$ cat config.mk
export PLATFORM = sky130hd
export DESIGN_NAME = cchv_interlock
export DESIGN_NICKNAME = d
export VERILOG_FILES = /design/src/include/cchv_pkg.sv /design/src/hw/cchv_sync.sv /design/src/hw/cchv_scan.sv /design/src/hw/cchv_interlock.sv
export SDC_FILE = /design/constraint.sdc
export NUM_CORES = 1
export LEC_CHECK = 0
export ABC_AREA = 1
export BUFFER_PORTS_ARGS = -buffer_cell sky130_fd_sc_hd__buf_2
export CAP_MARGIN = 5
export CORE_UTILIZATION = 35
export DETAILED_ROUTE_END_ITERATION = 12
export SETUP_SLACK_MARGIN = 0.5
export SLEW_MARGIN = 25
export SYNTH_ARGS = -nofsm -noshare
export SYNTH_HDL_FRONTEND = slang
export SYNTH_HIERARCHICAL = 1
export SYNTH_SLANG_ARGS = --single-unit
$ cat constraint.sdc
create_clock -name core_clk -period 3.65 [get_ports core_clk]
set_clock_uncertainty 0.05 [all_clocks]
set_input_delay 0.5475 -clock core_clk [delete_from_list [all_inputs] [get_ports core_clk]]
set_output_delay 0.5475 -clock core_clk [all_outputs]
set_load 0.02 [all_outputs]
$ cat src/include/cchv_pkg.sv
// Constants and types shared by the cold cathode high voltage interlock
`default_nettype none
package cchv_pkg;
    // ****************************************
    // Timing
    // ****************************************
    localparam longint unsigned CLK_HZ = 200_000_000;
    localparam longint unsigned CONV_FAST_MS = 50;
    localparam longint unsigned CONV_SLOW_MS = 100;
    localparam longint unsigned PAUSE_MAX_MS = 1000;
    localparam longint unsigned DELAY_SHORT_S = 3;
    localparam longint unsigned DELAY_LONG_S = 30;
    localparam longint unsigned CONV_FAST_CYC = CONV_FAST_MS * CLK_HZ / 1000;
    localparam longint unsigned CONV_SLOW_CYC = CONV_SLOW_MS * CLK_HZ / 1000;
    // Pause ends strictly before one second
    localparam longint unsigned PAUSE_MAX_CYC = PAUSE_MAX_MS * CLK_HZ / 1000 - 1;
    localparam longint unsigned DELAY_SHORT_CYC = DELAY_SHORT_S * CLK_HZ;
    localparam longint unsigned DELAY_LONG_CYC = DELAY_LONG_S * CLK_HZ;
    localparam int TMR_W = 28;
    localparam int DLY_W = 33;

    // ****************************************
    // Log pressure codes, 0.6 V per decade
    // ****************************************
    localparam int MV_W = 14;
    localparam logic [13:0] PROT_MIN_MV = 14'h1068;      // 1e-5 Torr
    localparam logic [13:0] PROT_MAX_MV = 14'h1770;      // 1e-2 Torr
    localparam logic [13:0] CTL_MAX_MV = 14'h1c12;       // 0.95 Torr
    localparam logic [13:0] CTL_MIN_THERMAL_MV = 14'h15cd; // 2e-3 Torr
    localparam logic [13:0] CTL_MIN_CAP1_MV = 14'h16bb;  // 0.5 % of 1 Torr
    localparam logic [13:0] CTL_MIN_CAP10_MV = 14'h1913; // 0.5 % of 10 Torr
    localparam logic [13:0] CTL_MIN_CAP100_MV = 14'h1b6b; // 0.5 % of 100 Torr
    localparam logic [13:0] LOG_OFF_MV = 14'h2710;       // Output off level

    // ****************************************
    // Channel layout
    // ****************************************
    localparam logic [2:0] CHAN_SLOT0 = 3'h0;
    localparam logic [2:0] CHAN_SLOT1 = 3'h1;
    localparam logic [2:0] CHAN_CTL0 = 3'h3;
    localparam logic [2:0] CHAN_CTL1 = 3'h4;

    typedef enum logic [2:0] {
        SENS_NONE = 3'b000,
        SENS_THERMAL = 3'b001,
        SENS_CAP1 = 3'b010,
        SENS_CAP10 = 3'b011,
        SENS_CAP100 = 3'b100,
        SENS_CAP_OTHER = 3'b101,
        SENS_COLD_CATH = 3'b110
    } cchv_sens_e;

    typedef enum logic [1:0] {
        ST_OFF = 2'b00,
        ST_ON = 2'b01,
        ST_PROT = 2'b10,
        ST_CTL = 2'b11
    } cchv_state_e;
endpackage : cchv_pkg
`default_nettype wire

$ cat src/hw/cchv_sync.sv
// Three-stage pin synchroniser with agreement filter
`timescale 1ns/1ps
`default_nettype none
module cchv_sync
    import cchv_pkg::*;
#(
    parameter int WIDTH = 1
) (
    input wire logic core_clk,
    input wire logic reset,
    input wire logic [WIDTH-1:0] pin_in,
    output logic [WIDTH-1:0] level_out
);
    typedef struct packed {
        logic [WIDTH-1:0] s1;
        logic [WIDTH-1:0] s2;
        logic [WIDTH-1:0] s3;
        logic [WIDTH-1:0] lvl;
    } cchv_sync_s;

    cchv_sync_s st_q;
    cchv_sync_s st_d;

    always_comb begin
        st_d = st_q;
        st_d.s1 = pin_in;
        st_d.s2 = st_q.s1;
        st_d.s3 = st_q.s2;
        // Bit changes once last two stages agree
        for (int i = 0; i < WIDTH; i++) begin
            if (st_q.s2[i] == st_q.s3[i]) begin
                st_d.lvl[i] = st_q.s3[i];
            end
        end
    end

    always_ff @(posedge core_clk or posedge reset) begin
        if (reset) begin
            st_q <= '0;
        end else begin
            st_q <= st_d;
        end
    end

    assign level_out = st_q.lvl;
endmodule : cchv_sync
`default_nettype wire

$ cat src/hw/cchv_scan.sv
// Conversion scan sequencer with bounded pause
`timescale 1ns/1ps
`default_nettype none
module cchv_scan
    import cchv_pkg::*;
#(
    parameter longint unsigned FAST_CYC = CONV_FAST_CYC,
    parameter longint unsigned SLOW_CYC = CONV_SLOW_CYC,
    parameter longint unsigned PAUSE_CYC = PAUSE_MAX_CYC
) (
    input wire logic core_clk,
    input wire logic reset,
    input wire logic slow_mode,
    input wire logic pause_req,
    input wire logic [2:0] n_active,
    output logic conv_done,
    output logic [2:0] conv_chan,
    output logic paused
);
    typedef struct packed {
        logic [TMR_W-1:0] cnt;
        logic [TMR_W-1:0] pcnt;
        logic [2:0] chan;
        logic done;
        logic paused;
    } cchv_scan_s;

    cchv_scan_s st_q;
    cchv_scan_s st_d;
    logic [TMR_W-1:0] period;
    logic [2:0] last_chan;

    always_comb begin
        st_d = st_q;
        st_d.done = 1'b0;
        period = slow_mode ? TMR_W'(SLOW_CYC - 1) : TMR_W'(FAST_CYC - 1);
        last_chan = (n_active == 3'h0) ? 3'h0 : n_active - 3'h1;
        if (!pause_req) begin
            st_d.pcnt = '0;
        end else if (st_q.pcnt != TMR_W'(PAUSE_CYC)) begin
            st_d.pcnt = st_q.pcnt + TMR_W'(1);
        end
        // Stuck pause overridden before one second
        st_d.paused = pause_req && (st_d.pcnt != TMR_W'(PAUSE_CYC));
        if (!st_d.paused) begin
            if (st_q.cnt >= period) begin
                st_d.cnt = '0;
                st_d.done = 1'b1;
                st_d.chan = (st_q.chan >= last_chan) ? 3'h0 : st_q.chan + 3'h1;
            end else begin
                st_d.cnt = st_q.cnt + TMR_W'(1);
            end
        end
    end

    always_ff @(posedge core_clk or posedge reset) begin
        if (reset) begin
            st_q <= '0;
        end else begin
            st_q <= st_d;
        end
    end

    assign conv_done = st_q.done;
    assign conv_chan = st_q.chan;
    assign paused = st_q.paused;
endmodule : cchv_scan
`default_nettype wire

$ cat src/hw/cchv_interlock.sv
// Cold cathode high voltage interlock: protection and control shutdown
//
// Behaviour
// - Protection trip disables HV, latches indication in pressure mode
// - Protection trip needs off then on
// - Control exceed disables HV, shows indication in pressure mode
// - Control drop below restarts HV automatically
// - Auto restart after control shutdown or when remote disable pin clears
// - Power-up off; control needs first on
// - Control only for slot 0/1 sensor
// - Only thermal or 1/10/100 Torr heads qualify
// - Thermal control sensor fault shuts down
// - No control when third slot has cathode
// - Protection threshold clamped 1e-5 to 1e-2
// - Control threshold clamped by sensor type
// - Protection latch blocks control restart
// - Pressure/leak modes: 50 ms per sensor
// - Other modes: 100 ms per sensor
// - Scan pauses end under one second
// - Log output holds during pauses
// - Relay and buffered output never pause
// - Host disable cleared only by host enable
// - Outputs off, relay suppressed after turn-on
`timescale 1ns/1ps
`default_nettype none
module cchv_interlock
    import cchv_pkg::*;
#(
    parameter longint unsigned FAST_CYC = CONV_FAST_CYC,
    parameter longint unsigned SLOW_CYC = CONV_SLOW_CYC,
    parameter longint unsigned PAUSE_CYC = PAUSE_MAX_CYC,
    parameter longint unsigned DLY_SHORT_CYC = DELAY_SHORT_CYC,
    parameter longint unsigned DLY_LONG_CYC = DELAY_LONG_CYC,
    parameter logic [13:0] CTL_THERMAL_MIN = CTL_MIN_THERMAL_MV
) (
    input wire logic core_clk,
    input wire logic reset,
    input wire logic op_on_cmd,
    input wire logic op_off_cmd,
    input wire logic host_hv_enable_cmd,
    input wire logic host_hv_disable_cmd,
    input wire logic remote_disable_pin,
    input wire logic ctl_fault_pin,
    input wire logic cc_slot_b,
    input wire logic ctl_chan_sel,
    input wire logic [2:0] ctl_type0,
    input wire logic [2:0] ctl_type1,
    input wire logic pressure_mode,
    input wire logic leak_mode,
    input wire logic scan_pause_req,
    input wire logic [2:0] n_active,
    input wire logic delay_long,
    input wire logic prot_enable,
    input wire logic [13:0] prot_setpt_mv,
    input wire logic ctl_enable,
    input wire logic [13:0] ctl_setpt_mv,
    input wire logic [13:0] relay_setpt_mv,
    input wire logic [13:0] adc_mv,
    input wire logic [13:0] cc_live_mv,
    output logic hv_enable,
    output logic protection_trip_indication,
    output logic control_shutdown_indication,
    output logic ctl_available,
    output logic cc_outputs_off,
    output logic cc_relay_active,
    output logic [13:0] cc_log_mv,
    output logic [13:0] cc_buffered_mv,
    output logic conv_done,
    output logic [2:0] conv_chan,
    output logic scan_paused
);
    // ****************************************
    // State
    // ****************************************
    typedef struct packed {
        cchv_state_e state;
        logic host_dis;
        logic hv;
        logic prot_ind;
        logic ctl_ind;
        logic ctl_avail;
        logic outs_off;
        logic relay;
        logic [DLY_W-1:0] dly;
        logic [13:0] cc_samp;
        logic [13:0] ctl_samp;
        logic [13:0] cc_log;
        logic [13:0] cc_buf;
    } cchv_ilk_s;

    cchv_ilk_s st_q;
    cchv_ilk_s st_d;

    logic [1:0] pins_sync;
    logic remote_dis;
    logic ctl_fault;
    logic slow_mode;
    logic [2:0] cc_chan;
    logic [2:0] ctl_chan;
    cchv_sens_e ctl_type;
    logic ctl_qual;
    logic ctl_ok;
    logic [13:0] prot_thr;
    logic [13:0] ctl_thr;
    logic [13:0] ctl_min;
    logic prot_exceed;
    logic ctl_exceed;
    logic ctl_below;
    logic off_req;
    logic on_req;

    // ****************************************
    // Pins and scan
    // ****************************************
    cchv_sync #(
        .WIDTH(2)
    ) u_sync (
        .core_clk(core_clk),
        .reset(reset),
        .pin_in({ctl_fault_pin, remote_disable_pin}),
        .level_out(pins_sync)
    );

    assign remote_dis = pins_sync[0];
    assign ctl_fault = pins_sync[1];
    assign slow_mode = !(pressure_mode || leak_mode);

    cchv_scan #(
        .FAST_CYC(FAST_CYC),
        .SLOW_CYC(SLOW_CYC),
        .PAUSE_CYC(PAUSE_CYC)
    ) u_scan (
        .core_clk(core_clk),
        .reset(reset),
        .slow_mode(slow_mode),
        .pause_req(scan_pause_req),
        .n_active(n_active),
        .conv_done(conv_done),
        .conv_chan(conv_chan),
        .paused(scan_paused)
    );

    // ****************************************
    // Threshold qualification
    // ****************************************
    always_comb begin
        cc_chan = cc_slot_b ? CHAN_SLOT1 : CHAN_SLOT0;
        ctl_chan = ctl_chan_sel ? CHAN_CTL1 : CHAN_CTL0;
        ctl_type = cchv_sens_e'(ctl_chan_sel ? ctl_type1 : ctl_type0);
        case (ctl_type)
            SENS_THERMAL: ctl_min = CTL_THERMAL_MIN;
            SENS_CAP1: ctl_min = CTL_MIN_CAP1_MV;
            SENS_CAP10: ctl_min = CTL_MIN_CAP10_MV;
            SENS_CAP100: ctl_min = CTL_MIN_CAP100_MV;
            default: ctl_min = CTL_MAX_MV;
        endcase
        ctl_qual = (ctl_type == SENS_THERMAL) || (ctl_type == SENS_CAP1)
            || (ctl_type == SENS_CAP10) || (ctl_type == SENS_CAP100);
        // Cathode in third slot removes control
        ctl_ok = ctl_enable && ctl_qual
            && (ctl_type0 != SENS_COLD_CATH) && (ctl_type1 != SENS_COLD_CATH);
        if (prot_setpt_mv < PROT_MIN_MV) begin
            prot_thr = PROT_MIN_MV;
        end else if (prot_setpt_mv > PROT_MAX_MV) begin
            prot_thr = PROT_MAX_MV;
        end else begin
            prot_thr = prot_setpt_mv;
        end
        if (ctl_setpt_mv < ctl_min) begin
            ctl_thr = ctl_min;
        end else if (ctl_setpt_mv > CTL_MAX_MV) begin
            ctl_thr = CTL_MAX_MV;
        end else begin
            ctl_thr = ctl_setpt_mv;
        end
        // Reading invalid during start delay
        prot_exceed = prot_enable && st_q.hv && !st_q.outs_off
            && (st_q.cc_samp > prot_thr);
        ctl_exceed = ctl_ok && (((ctl_type == SENS_THERMAL) && ctl_fault)
            || (st_q.ctl_samp > ctl_thr));
        ctl_below = ctl_ok && !((ctl_type == SENS_THERMAL) && ctl_fault)
            && (st_q.ctl_samp < ctl_thr);
        off_req = op_off_cmd || host_hv_disable_cmd;
        on_req = op_on_cmd || host_hv_enable_cmd;
    end

    // ****************************************
    // Next state
    // ****************************************
    always_comb begin
        st_d = st_q;
        if (host_hv_disable_cmd) begin
            st_d.host_dis = 1'b1;
        end else if (host_hv_enable_cmd) begin
            st_d.host_dis = 1'b0;
        end
        // Off beats on when both arrive together
        if (off_req) begin
            st_d.state = ST_OFF;
        end else begin
            case (st_q.state)
                ST_OFF: begin
                    if (on_req) begin
                        st_d.state = ST_ON;
                    end
                end
                ST_ON: begin
                    if (prot_exceed) begin
                        st_d.state = ST_PROT;
                    end else if (ctl_exceed) begin
                        st_d.state = ST_CTL;
                    end
                end
                ST_PROT: begin
                    st_d.state = ST_PROT;
                end
                ST_CTL: begin
                    if (ctl_below) begin
                        st_d.state = ST_ON;
                    end
                end
                default: begin
                    st_d.state = ST_OFF;
                end
            endcase
        end
        st_d.hv = (st_d.state == ST_ON) && !remote_dis && !st_d.host_dis;
        // Start delay on each HV turn-on
        if (st_d.hv && !st_q.hv) begin
            st_d.dly = delay_long ? DLY_W'(DLY_LONG_CYC) : DLY_W'(DLY_SHORT_CYC);
        end else if (!st_d.hv) begin
            st_d.dly = '0;
        end else if (st_q.dly != '0) begin
            st_d.dly = st_q.dly - DLY_W'(1);
        end
        st_d.outs_off = !st_d.hv || (st_d.dly != '0);
        if (conv_done && (conv_chan == cc_chan)) begin
            st_d.cc_samp = adc_mv;
        end
        if (conv_done && (conv_chan == ctl_chan)) begin
            st_d.ctl_samp = adc_mv;
        end
        // Log output goes to off level while outputs off, else moves only on a fresh conversion
        if (st_d.outs_off) begin
            st_d.cc_log = LOG_OFF_MV;
        end else if (conv_done && (conv_chan == cc_chan)) begin
            st_d.cc_log = adc_mv;
        end
        // Live path, independent of the scan
        st_d.cc_buf = st_d.outs_off ? LOG_OFF_MV : cc_live_mv;
        st_d.relay = !st_d.outs_off && (cc_live_mv < relay_setpt_mv);
        st_d.prot_ind = (st_d.state == ST_PROT) && pressure_mode;
        st_d.ctl_ind = (st_d.state == ST_CTL) && pressure_mode;
        st_d.ctl_avail = ctl_ok;
    end

    always_ff @(posedge core_clk or posedge reset) begin
        if (reset) begin
            st_q <= '0;
            st_q.state <= ST_OFF;
            st_q.outs_off <= 1'b1;
            st_q.cc_log <= LOG_OFF_MV;
            st_q.cc_buf <= LOG_OFF_MV;
        end else begin
            st_q <= st_d;
        end
    end

    // ****************************************
    // Outputs
    // ****************************************
    assign hv_enable = st_q.hv;
    assign protection_trip_indication = st_q.prot_ind;
    assign control_shutdown_indication = st_q.ctl_ind;
    assign ctl_available = st_q.ctl_avail;
    assign cc_outputs_off = st_q.outs_off;
    assign cc_relay_active = st_q.relay;
    assign cc_log_mv = st_q.cc_log;
    assign cc_buffered_mv = st_q.cc_buf;
endmodule : cchv_interlock
`default_nettype wire

==> flow_summary_export.csv, run 1 <==
group,metric,value,unit
route,routedWlPerCell,14.1,um
clock_tree,clk_pin_slew,0.07,ns
clock_tree,clkSinkCount,167,
clock_tree,cts_tree,"built",
sta,tightest_slew,0.794,ns
route,vias_per_cell,4.79,
place,gp_congestion,0.946,
yosys,synth-xor-area-share,3.40,%
final_layout,layout_common_cells,"nand2_1 (340), inv_1 (240), nor2_1 (224)",
final_layout,design_area,0.0147,mm^2
yosys,synthAdderAreaFrac,7.77,%
sta,max_freq,0.213,GHz
final_layout,fill_cells,3262,
sta,finalHoldViolCount,0,
setup_path,cp_num_buf_inv,9,
clock_tree,cts.htree.levels,4,
sta,setup_viol,67,
yosys,yosysWarningCount,6,
worst_hold_path,hp-class,"in2async",
clock_tree,clk_path_buf_depth,2,
route,remaining_drc_errors,0,
setup_path,path_class,"in2reg",
global_route,grt_overflow,0,
setup_path,crit_cells,39,
power_and_ir_drop,p_comb_share,28.8,%
die,die_x,184,um
power_and_ir_drop,seqPwrFrac,39.6,%
global_route,track_usage,19.4,%
yosys,synth_cell_types,52,
die,die_h,184,um
power_and_ir_drop,power.leakage,7.69,nW
yosys,yosysSeqAreaShare,36.2,%
sta,fin_crit,4.70,ns
setup_path,startpoint_type,"input pin",
setup_path,worstSetupEndpointType,"register",
final_layout,fin_util,45.2,%
final_layout,mostFrequentLayoutCell,"nand2_1",
yosys,ys_ff_latch,167,
setup_path,critPathRequiredTime,3.97,ns
sta,fin_ws,-1.05,ns
die,floorplan.die_area,0.0338,mm^2
yosys,synth_top_family_by_area,"simple AND/OR/NAND/NOR gates",
global_route,grt_first_pass_wirelength,52100,um
clock_tree,cts_made_buffers,17,
final_layout,fin_nets,2014,
route,finalWirelength,32400,um
setup_path,rr_startpoint,"st_q[56]",
sta,slew_headroom,46.9,%
yosys,syn_area,0.0116,mm^2
yosys,syn_area_per_cell,7.16,um^2
die,coreArea,0.0325,mm^2
yosys,synthSimpleGateAreaFrac,30.8,%
route,drt_iter0_drc,633,
yosys,synth_compound_area_share,8.17,%
global_route,grt_start_max_net_pins,55,
power_and_ir_drop,powerDensity,392,mW/mm^2
power_and_ir_drop,ir_drop,0.354,mV
clock_tree,cts-root-buf,"clkbuf_16",
sta,rsz0062_at_grt,"yes",
die,start_util,35.6,%
yosys,synthMuxAreaShare,1.26,%
yosys,syn_inst,1619,
power_and_ir_drop,switching_share,34.2,%
place,port_buffers,133,
power_and_ir_drop,total_power,5.76,mW
global_route,grt_pass1_vias,10600,
die,fp-row-count,66,
die,io_pins,134,
setup_path,critPathArrivalTime,5.01,ns
place,hpwl,24300,um
setup_path,cp_slowest_cell,"ha_4",
setup_path,rr_worst_depth,15,
power_and_ir_drop,p_int,3.79,mW
outcome,violations,"setup timing",
route,first_pass_iters,5,
place,place_area,0.0132,mm^2
route,vias,11000,
setup_path,cp-startpoint,"ctl_type0[2]",
final_layout,syn_to_final_growth,26.9,%
setup_path,reg2reg_slack,0.33,ns
setup_path,slowest_delay,0.27,ns
outcome,status,"finished, violations left",
final_layout,layout-drive-gt1-share,25.3,%
sta,fin_crit_sh,129,%
clock_tree,clock_latency,0.44,ns
setup_path,path_max_fanout,8,
global_route,antenna_found_initial,0,
route,detail-route-antenna-nets,0,
power_and_ir_drop,power.net_switching,1.97,mW
run,drv_cap,0,
power_and_ir_drop,p_clk_share,31.7,%
sta,slew_viol_final,0,
final_layout,n_antenna_cell,0,
setup_path,cp_top_family,"simple AND/OR/NAND/NOR gates",
-- cells by family (layout without fill, tap and decap cells) --
family,Yosys count,count (layout)
fa+ha+maj,72,72
xor+xnor,45,45
buf+inv,327,564
simple gates,818,819
compound gates,175,175
other cells,2,5
mux,13,13
flops,167,167
-- final timing paths --
check                             endpoint
max                           cc_log_mv[1]
min                         u_sync/st_d[5]
max reg2reg                   cc_log_mv[1]
min reg2reg                 u_sync/st_d[2]
max in group asynchronous  u_scan/st_q[32]
min in group core_clk       u_sync/st_d[5]
-- worst reg2reg max path: stages, from the launching register on --
cell       delay (ns)
dfrtp_1          0.36
inv_1            0.10
ha_1             0.31
nand2_2          0.17
nor2_4           0.17
nand2_1          0.08
nor2_2           0.15
nand2_4          0.18
inv_2            0.28
a21oi_1          0.14
o41ai_2          0.50
nand2_2          0.13
nor2_4           0.17
nand3_4          0.18
clkbuf_16        0.22
nor2_2           0.07
-- metrics by stage --
stage | hold slack (ns) | TNS, ns | cells | worst slack [ns]
CTS | 0.114 | -31.68 | 2296 | -0.783
floorplan | 0.281 | -23.11 | 1622 | -0.633
global placement | 0.284 | -69.51 | 2231 | -1.35
detailed placement | 0.291 | -75.24 | 2231 | -1.43
finish | 0.105 | -48.19 | 2302 | -1.05
global route | 0.113 | -65.01 | 2302 | -1.32
-- layer usage --
| metal | global-route usage, % | up-vias | wire [um] |
|---|---|---|---|
| li1 | - | 5556 | - |
| met2 | 33.2 | 274 | 15500 |
| met4 | 5.67 | 0 | 610 |
| met1 | 25.2 | 5144 | 15000 |
| met3 | 2.89 | 46 | 1300 |
| met5 | 0 | - | 0 |
-- flip-flops by register name (all words and copies together), names as in the netlist, 2 cells and up --
name / cells
u_scan/conv_chan: 3
u_scan/st_q: 56
u_sync/st_d: 4
st_q: 64
u_sync/st_q: 2
cc_buffered_mv: 14
cc_log_mv: 14
u_sync/level_out: 2
-- area by class of cell --
class / instances / area, um^2 / area share [%]
multi-input cells: 1129 / 6470 / 44.0
flip-flops and latches: 167 / 4190 / 28.5
repair buffers: 268 / 1880 / 12.8
inverters: 264 / 1030 / 6.99
well taps: 442 / 553 / 3.76
clock buffers: 19 / 453 / 3.08
clock inverters: 13 / 135 / 0.919
-- power by group through the flow --
stage,Clock [mW],Combinational (mW),Sequential [mW]
2_1_floorplan,0,1.12,2.24
3_3_place_gp,0,1.47,2.31
3_5_place_dp,0,1.52,2.31
4_1_cts,1.87,1.60,2.28
5_1_grt,1.95,1.91,2.31
6_report,1.82,1.66,2.28
-- cells in the mapped netlist, drive strengths merged --
cell type | instances | area share, %
dfstp | 11 | 2.5
nand2 | 380 | 13
o31a | 1 | 0.076
dfrtp | 156 | 34
mux2 | 13 | 1.3
nand4 | 54 | 3.1
nor3b | 1 | 0.065
o21a | 2 | 0.13
a41oi | 1 | 0.076
a21boi | 1 | 0.065
or3 | 1 | 0.054
and3 | 1 | 0.054
xnor2 | 11 | 0.83
o21ai | 86 | 3.7
xor2 | 34 | 2.6
nand3b | 3 | 0.19
o41ai | 3 | 0.23
nor3 | 21 | 0.91
clkbuf | 13 | 0.42
a21oi | 64 | 2.8
nand3 | 69 | 3.1
a21o | 2 | 0.13
o221ai | 2 | 0.15
clkinv | 1 | 0.032
o211ai | 3 | 0.19
a211o | 1 | 0.076
o22ai | 3 | 0.16
a31oi | 1 | 0.054
conb | 2 | 0.065
ha | 72 | 7.8
inv | 263 | 8.5
buf | 50 | 3.3
or2 | 3 | 0.16
o31ai | 2 | 0.13
a22oi | 2 | 0.13
o21bai | 1 | 0.065
nor2 | 277 | 10
and2 | 2 | 0.11
nor4 | 6 | 0.32
-- what timing repair did --
| action | 4_1_cts | 5_1_grt |
|---|---|---|
| hold buffers | 0 | 0 |
| setup buffers | 29 | 5 |
| resized for setup | 69 | 79 |
| pin swaps | 20 | 36 |
| endpoints found under the hold margin | 0 | 0 |
| cloned | 4 | 1 |
| endpoints found under the setup margin | 67 | 68 |
Power figures use the tool's default switching activity.
==> run 2, diff against run 1 <==
Settings changed: BUFFER_PORTS_ARGS -buffer_cell sky130_fd_sc_hd__buf_2 to default, DONT_BUFFER_PORTS from default to 1.
==> flow_summary_export.csv, run 2 (synthesized netlist as in run 1, its figures left out) <==
group,metric,value,unit
outcome,status,"finished, violations left",
outcome,violations,"setup timing",
sta,slew_headroom,52.4,%
die,die_h,184,um
final_layout,syn_to_final_growth,16.4,%
power_and_ir_drop,powerDensity,424,mW/mm^2
final_layout,mostFrequentLayoutCell,"nand2_1",
sta,fin_crit,4.40,ns
route,first_pass_iters,5,
setup_path,path_class,"in2reg",
clock_tree,cts_made_buffers,17,
final_layout,fin_util,41.5,%
setup_path,slowest_delay,0.23,ns
route,finalWirelength,30400,um
global_route,antenna_found_initial,1,
die,coreArea,0.0325,mm^2
power_and_ir_drop,ir_drop,0.416,mV
final_layout,largest_reg_flops,64,
run,drv_cap,0,
power_and_ir_drop,power.leakage,6.86,nW
final_layout,top_register,"st_q",
die,floorplan.die_area,0.0338,mm^2
power_and_ir_drop,total_power,5.72,mW
sta,fin_ws,-0.753,ns
global_route,grt_overflow,0,
final_layout,reg_top3,"st_q x64, u_scan/st_q x56",
final_layout,n_antenna_cell,0,
final_layout,fin_nets,1825,
clock_tree,cts.htree.levels,4,
global_route,grt_start_max_net_pins,50,
die,die_x,184,um
sta,tightest_slew,0.712,ns
setup_path,cp_slowest_cell,"ha_4",
sta,rsz0062_at_grt,"yes",
die,io_pins,134,
global_route,grt_first_pass_wirelength,49000,um
die,fp-row-count,66,
clock_tree,cts-root-buf,"clkbuf_16",
setup_path,critPathArrivalTime,4.68,ns
setup_path,path_max_fanout,8,
final_layout,layout-drive-gt1-share,16.8,%
setup_path,critPathRequiredTime,3.92,ns
sta,setup_viol,62,
place,gp_congestion,1.01,
setup_path,crit_path_frequent_cell,"nand2_1",
clock_tree,clkSinkCount,167,
sta,fin_crit_sh,121,%
sta,max_freq,0.227,GHz
route,remaining_drc_errors,0,
die,start_util,35.6,%
final_layout,layout_common_cells,"nand2_1 (342), inv_1 (238), nor2_1 (227)",
setup_path,worstSetupEndpointType,"register",
route,vias,10300,
worst_hold_path,hp-class,"in2async",
global_route,grt_pass1_vias,10000,
sta,fin_hold_ws,0.0147,ns
route,routedWlPerCell,14.4,um
route,detail-route-antenna-nets,0,
sta,finalHoldViolCount,0,
sta,slew_viol_final,0,
route,drt_iter0_drc,614,
route,vias_per_cell,4.86,
final_layout,fill_cells,3341,
clock_tree,clock_latency,0.44,ns
clock_tree,cts_tree,"built",
place,port_buffers,0,
setup_path,startpoint_type,"input pin",
clock_tree,clk_path_buf_depth,2,
global_route,track_usage,18.4,%
place,hpwl,23200,um
clock_tree,clk_pin_slew,0.07,ns
[run 2: changes by cell type in the layout (fill, tap and decap cells not counted), sizes merged]
cell / previous run / this run
inv: 270 / 271
nand2: 381 / 380
clkinv: 4 / 3
buf: 267 / 78
clkbuf: 20 / 19
bufinv: 1 / 2
dlygate4sd3: 0 / 1
[run 2: critical path, delay by kind of cell]
kind                     cells  cell delay [ns]
adder cells (fa/ha/maj)      2             0.42
buffers and inverters        7             0.66
AO/OA/AOI/OAI                8             1.09
AND/OR/NAND/NOR             23             1.94
[run 2: final cells by class]
| type | count | area [um^2] | area share [%] |
|---|---|---|---|
| Inverter | 264 | 1030 | 7.67 |
| Clock inverter | 14 | 176 | 1.31 |
| Tap cell | 442 | 553 | 4.10 |
| Timing Repair Buffer | 80 | 703 | 5.21 |
| Clock buffer | 18 | 439 | 3.26 |
| Multi-Input combinational cell | 1128 | 6390 | 47.4 |
| Sequential cell | 167 | 4190 | 31.1 |
[run 2: what timing repair did]
action | in CTS | in global routing
resized for setup | 25 | 87
endpoints found under the setup margin | 67 | 67
pin swaps | 10 | 25
endpoints found under the hold margin | 19 | 0
hold buffers | 1 | 0
setup buffers | 2 | 8
gates cloned | 2 | 1
[run 2: per-stage QoR]
stage | worst slack (ns) | TNS [ns] | instance area, um^2 | cells
after floorplan | -0.633 | -23.11 | 11700 | 1622
after global placement | -1.07 | -52.45 | 12300 | 2067
after detailed placement | -1.19 | -58.41 | 12300 | 2067
after CTS | -0.612 | -22.31 | 13100 | 2104
after global routing | -1.09 | -52.93 | 13500 | 2113
final | -0.753 | -30.90 | 13500 | 2113
[run 2: power by group]
group          internal (mW)  switching (mW)
clock network           1.06           0.858
logic                  0.616           0.874
registers               2.09           0.223
total                   3.76            1.95
[run 2: worst paths after layout]
| check | endpoint | slack (ns) | startpoint | cells after the start |
|---|---|---|---|---|
| max in group asynchronous | cc_buffered_mv[13] | 2.07 | reset | 3 |
| min in group core_clk | u_sync/st_d[5] | 0.08 | ctl_fault_pin | 0 |
| worst min-delay path | u_scan/st_q[49] | 0.01 | reset | 1 |
| worst min register to register | u_sync/st_d[2] | 0.30 | u_sync/st_d[4] | 0 |
| worst max-delay path | cc_relay_active | -0.75 | ctl_chan_sel | 40 |
| worst max register to register | cc_buffered_mv[12] | 0.42 | st_q[56] | 16 |
[run 2: routing by layer]
| metal | up-vias | part of all wire, % | GRT usage, % |
|---|---|---|---|
| li1 | 5195 | - | - |
| met1 | 4755 | 45 | 23.3 |
| met2 | 278 | 47 | 30.8 |
| met3 | 37 | 5.5 | 3.51 |
| met4 | 0 | 1.9 | 6.63 |
| met5 | - | 0 | 0 |
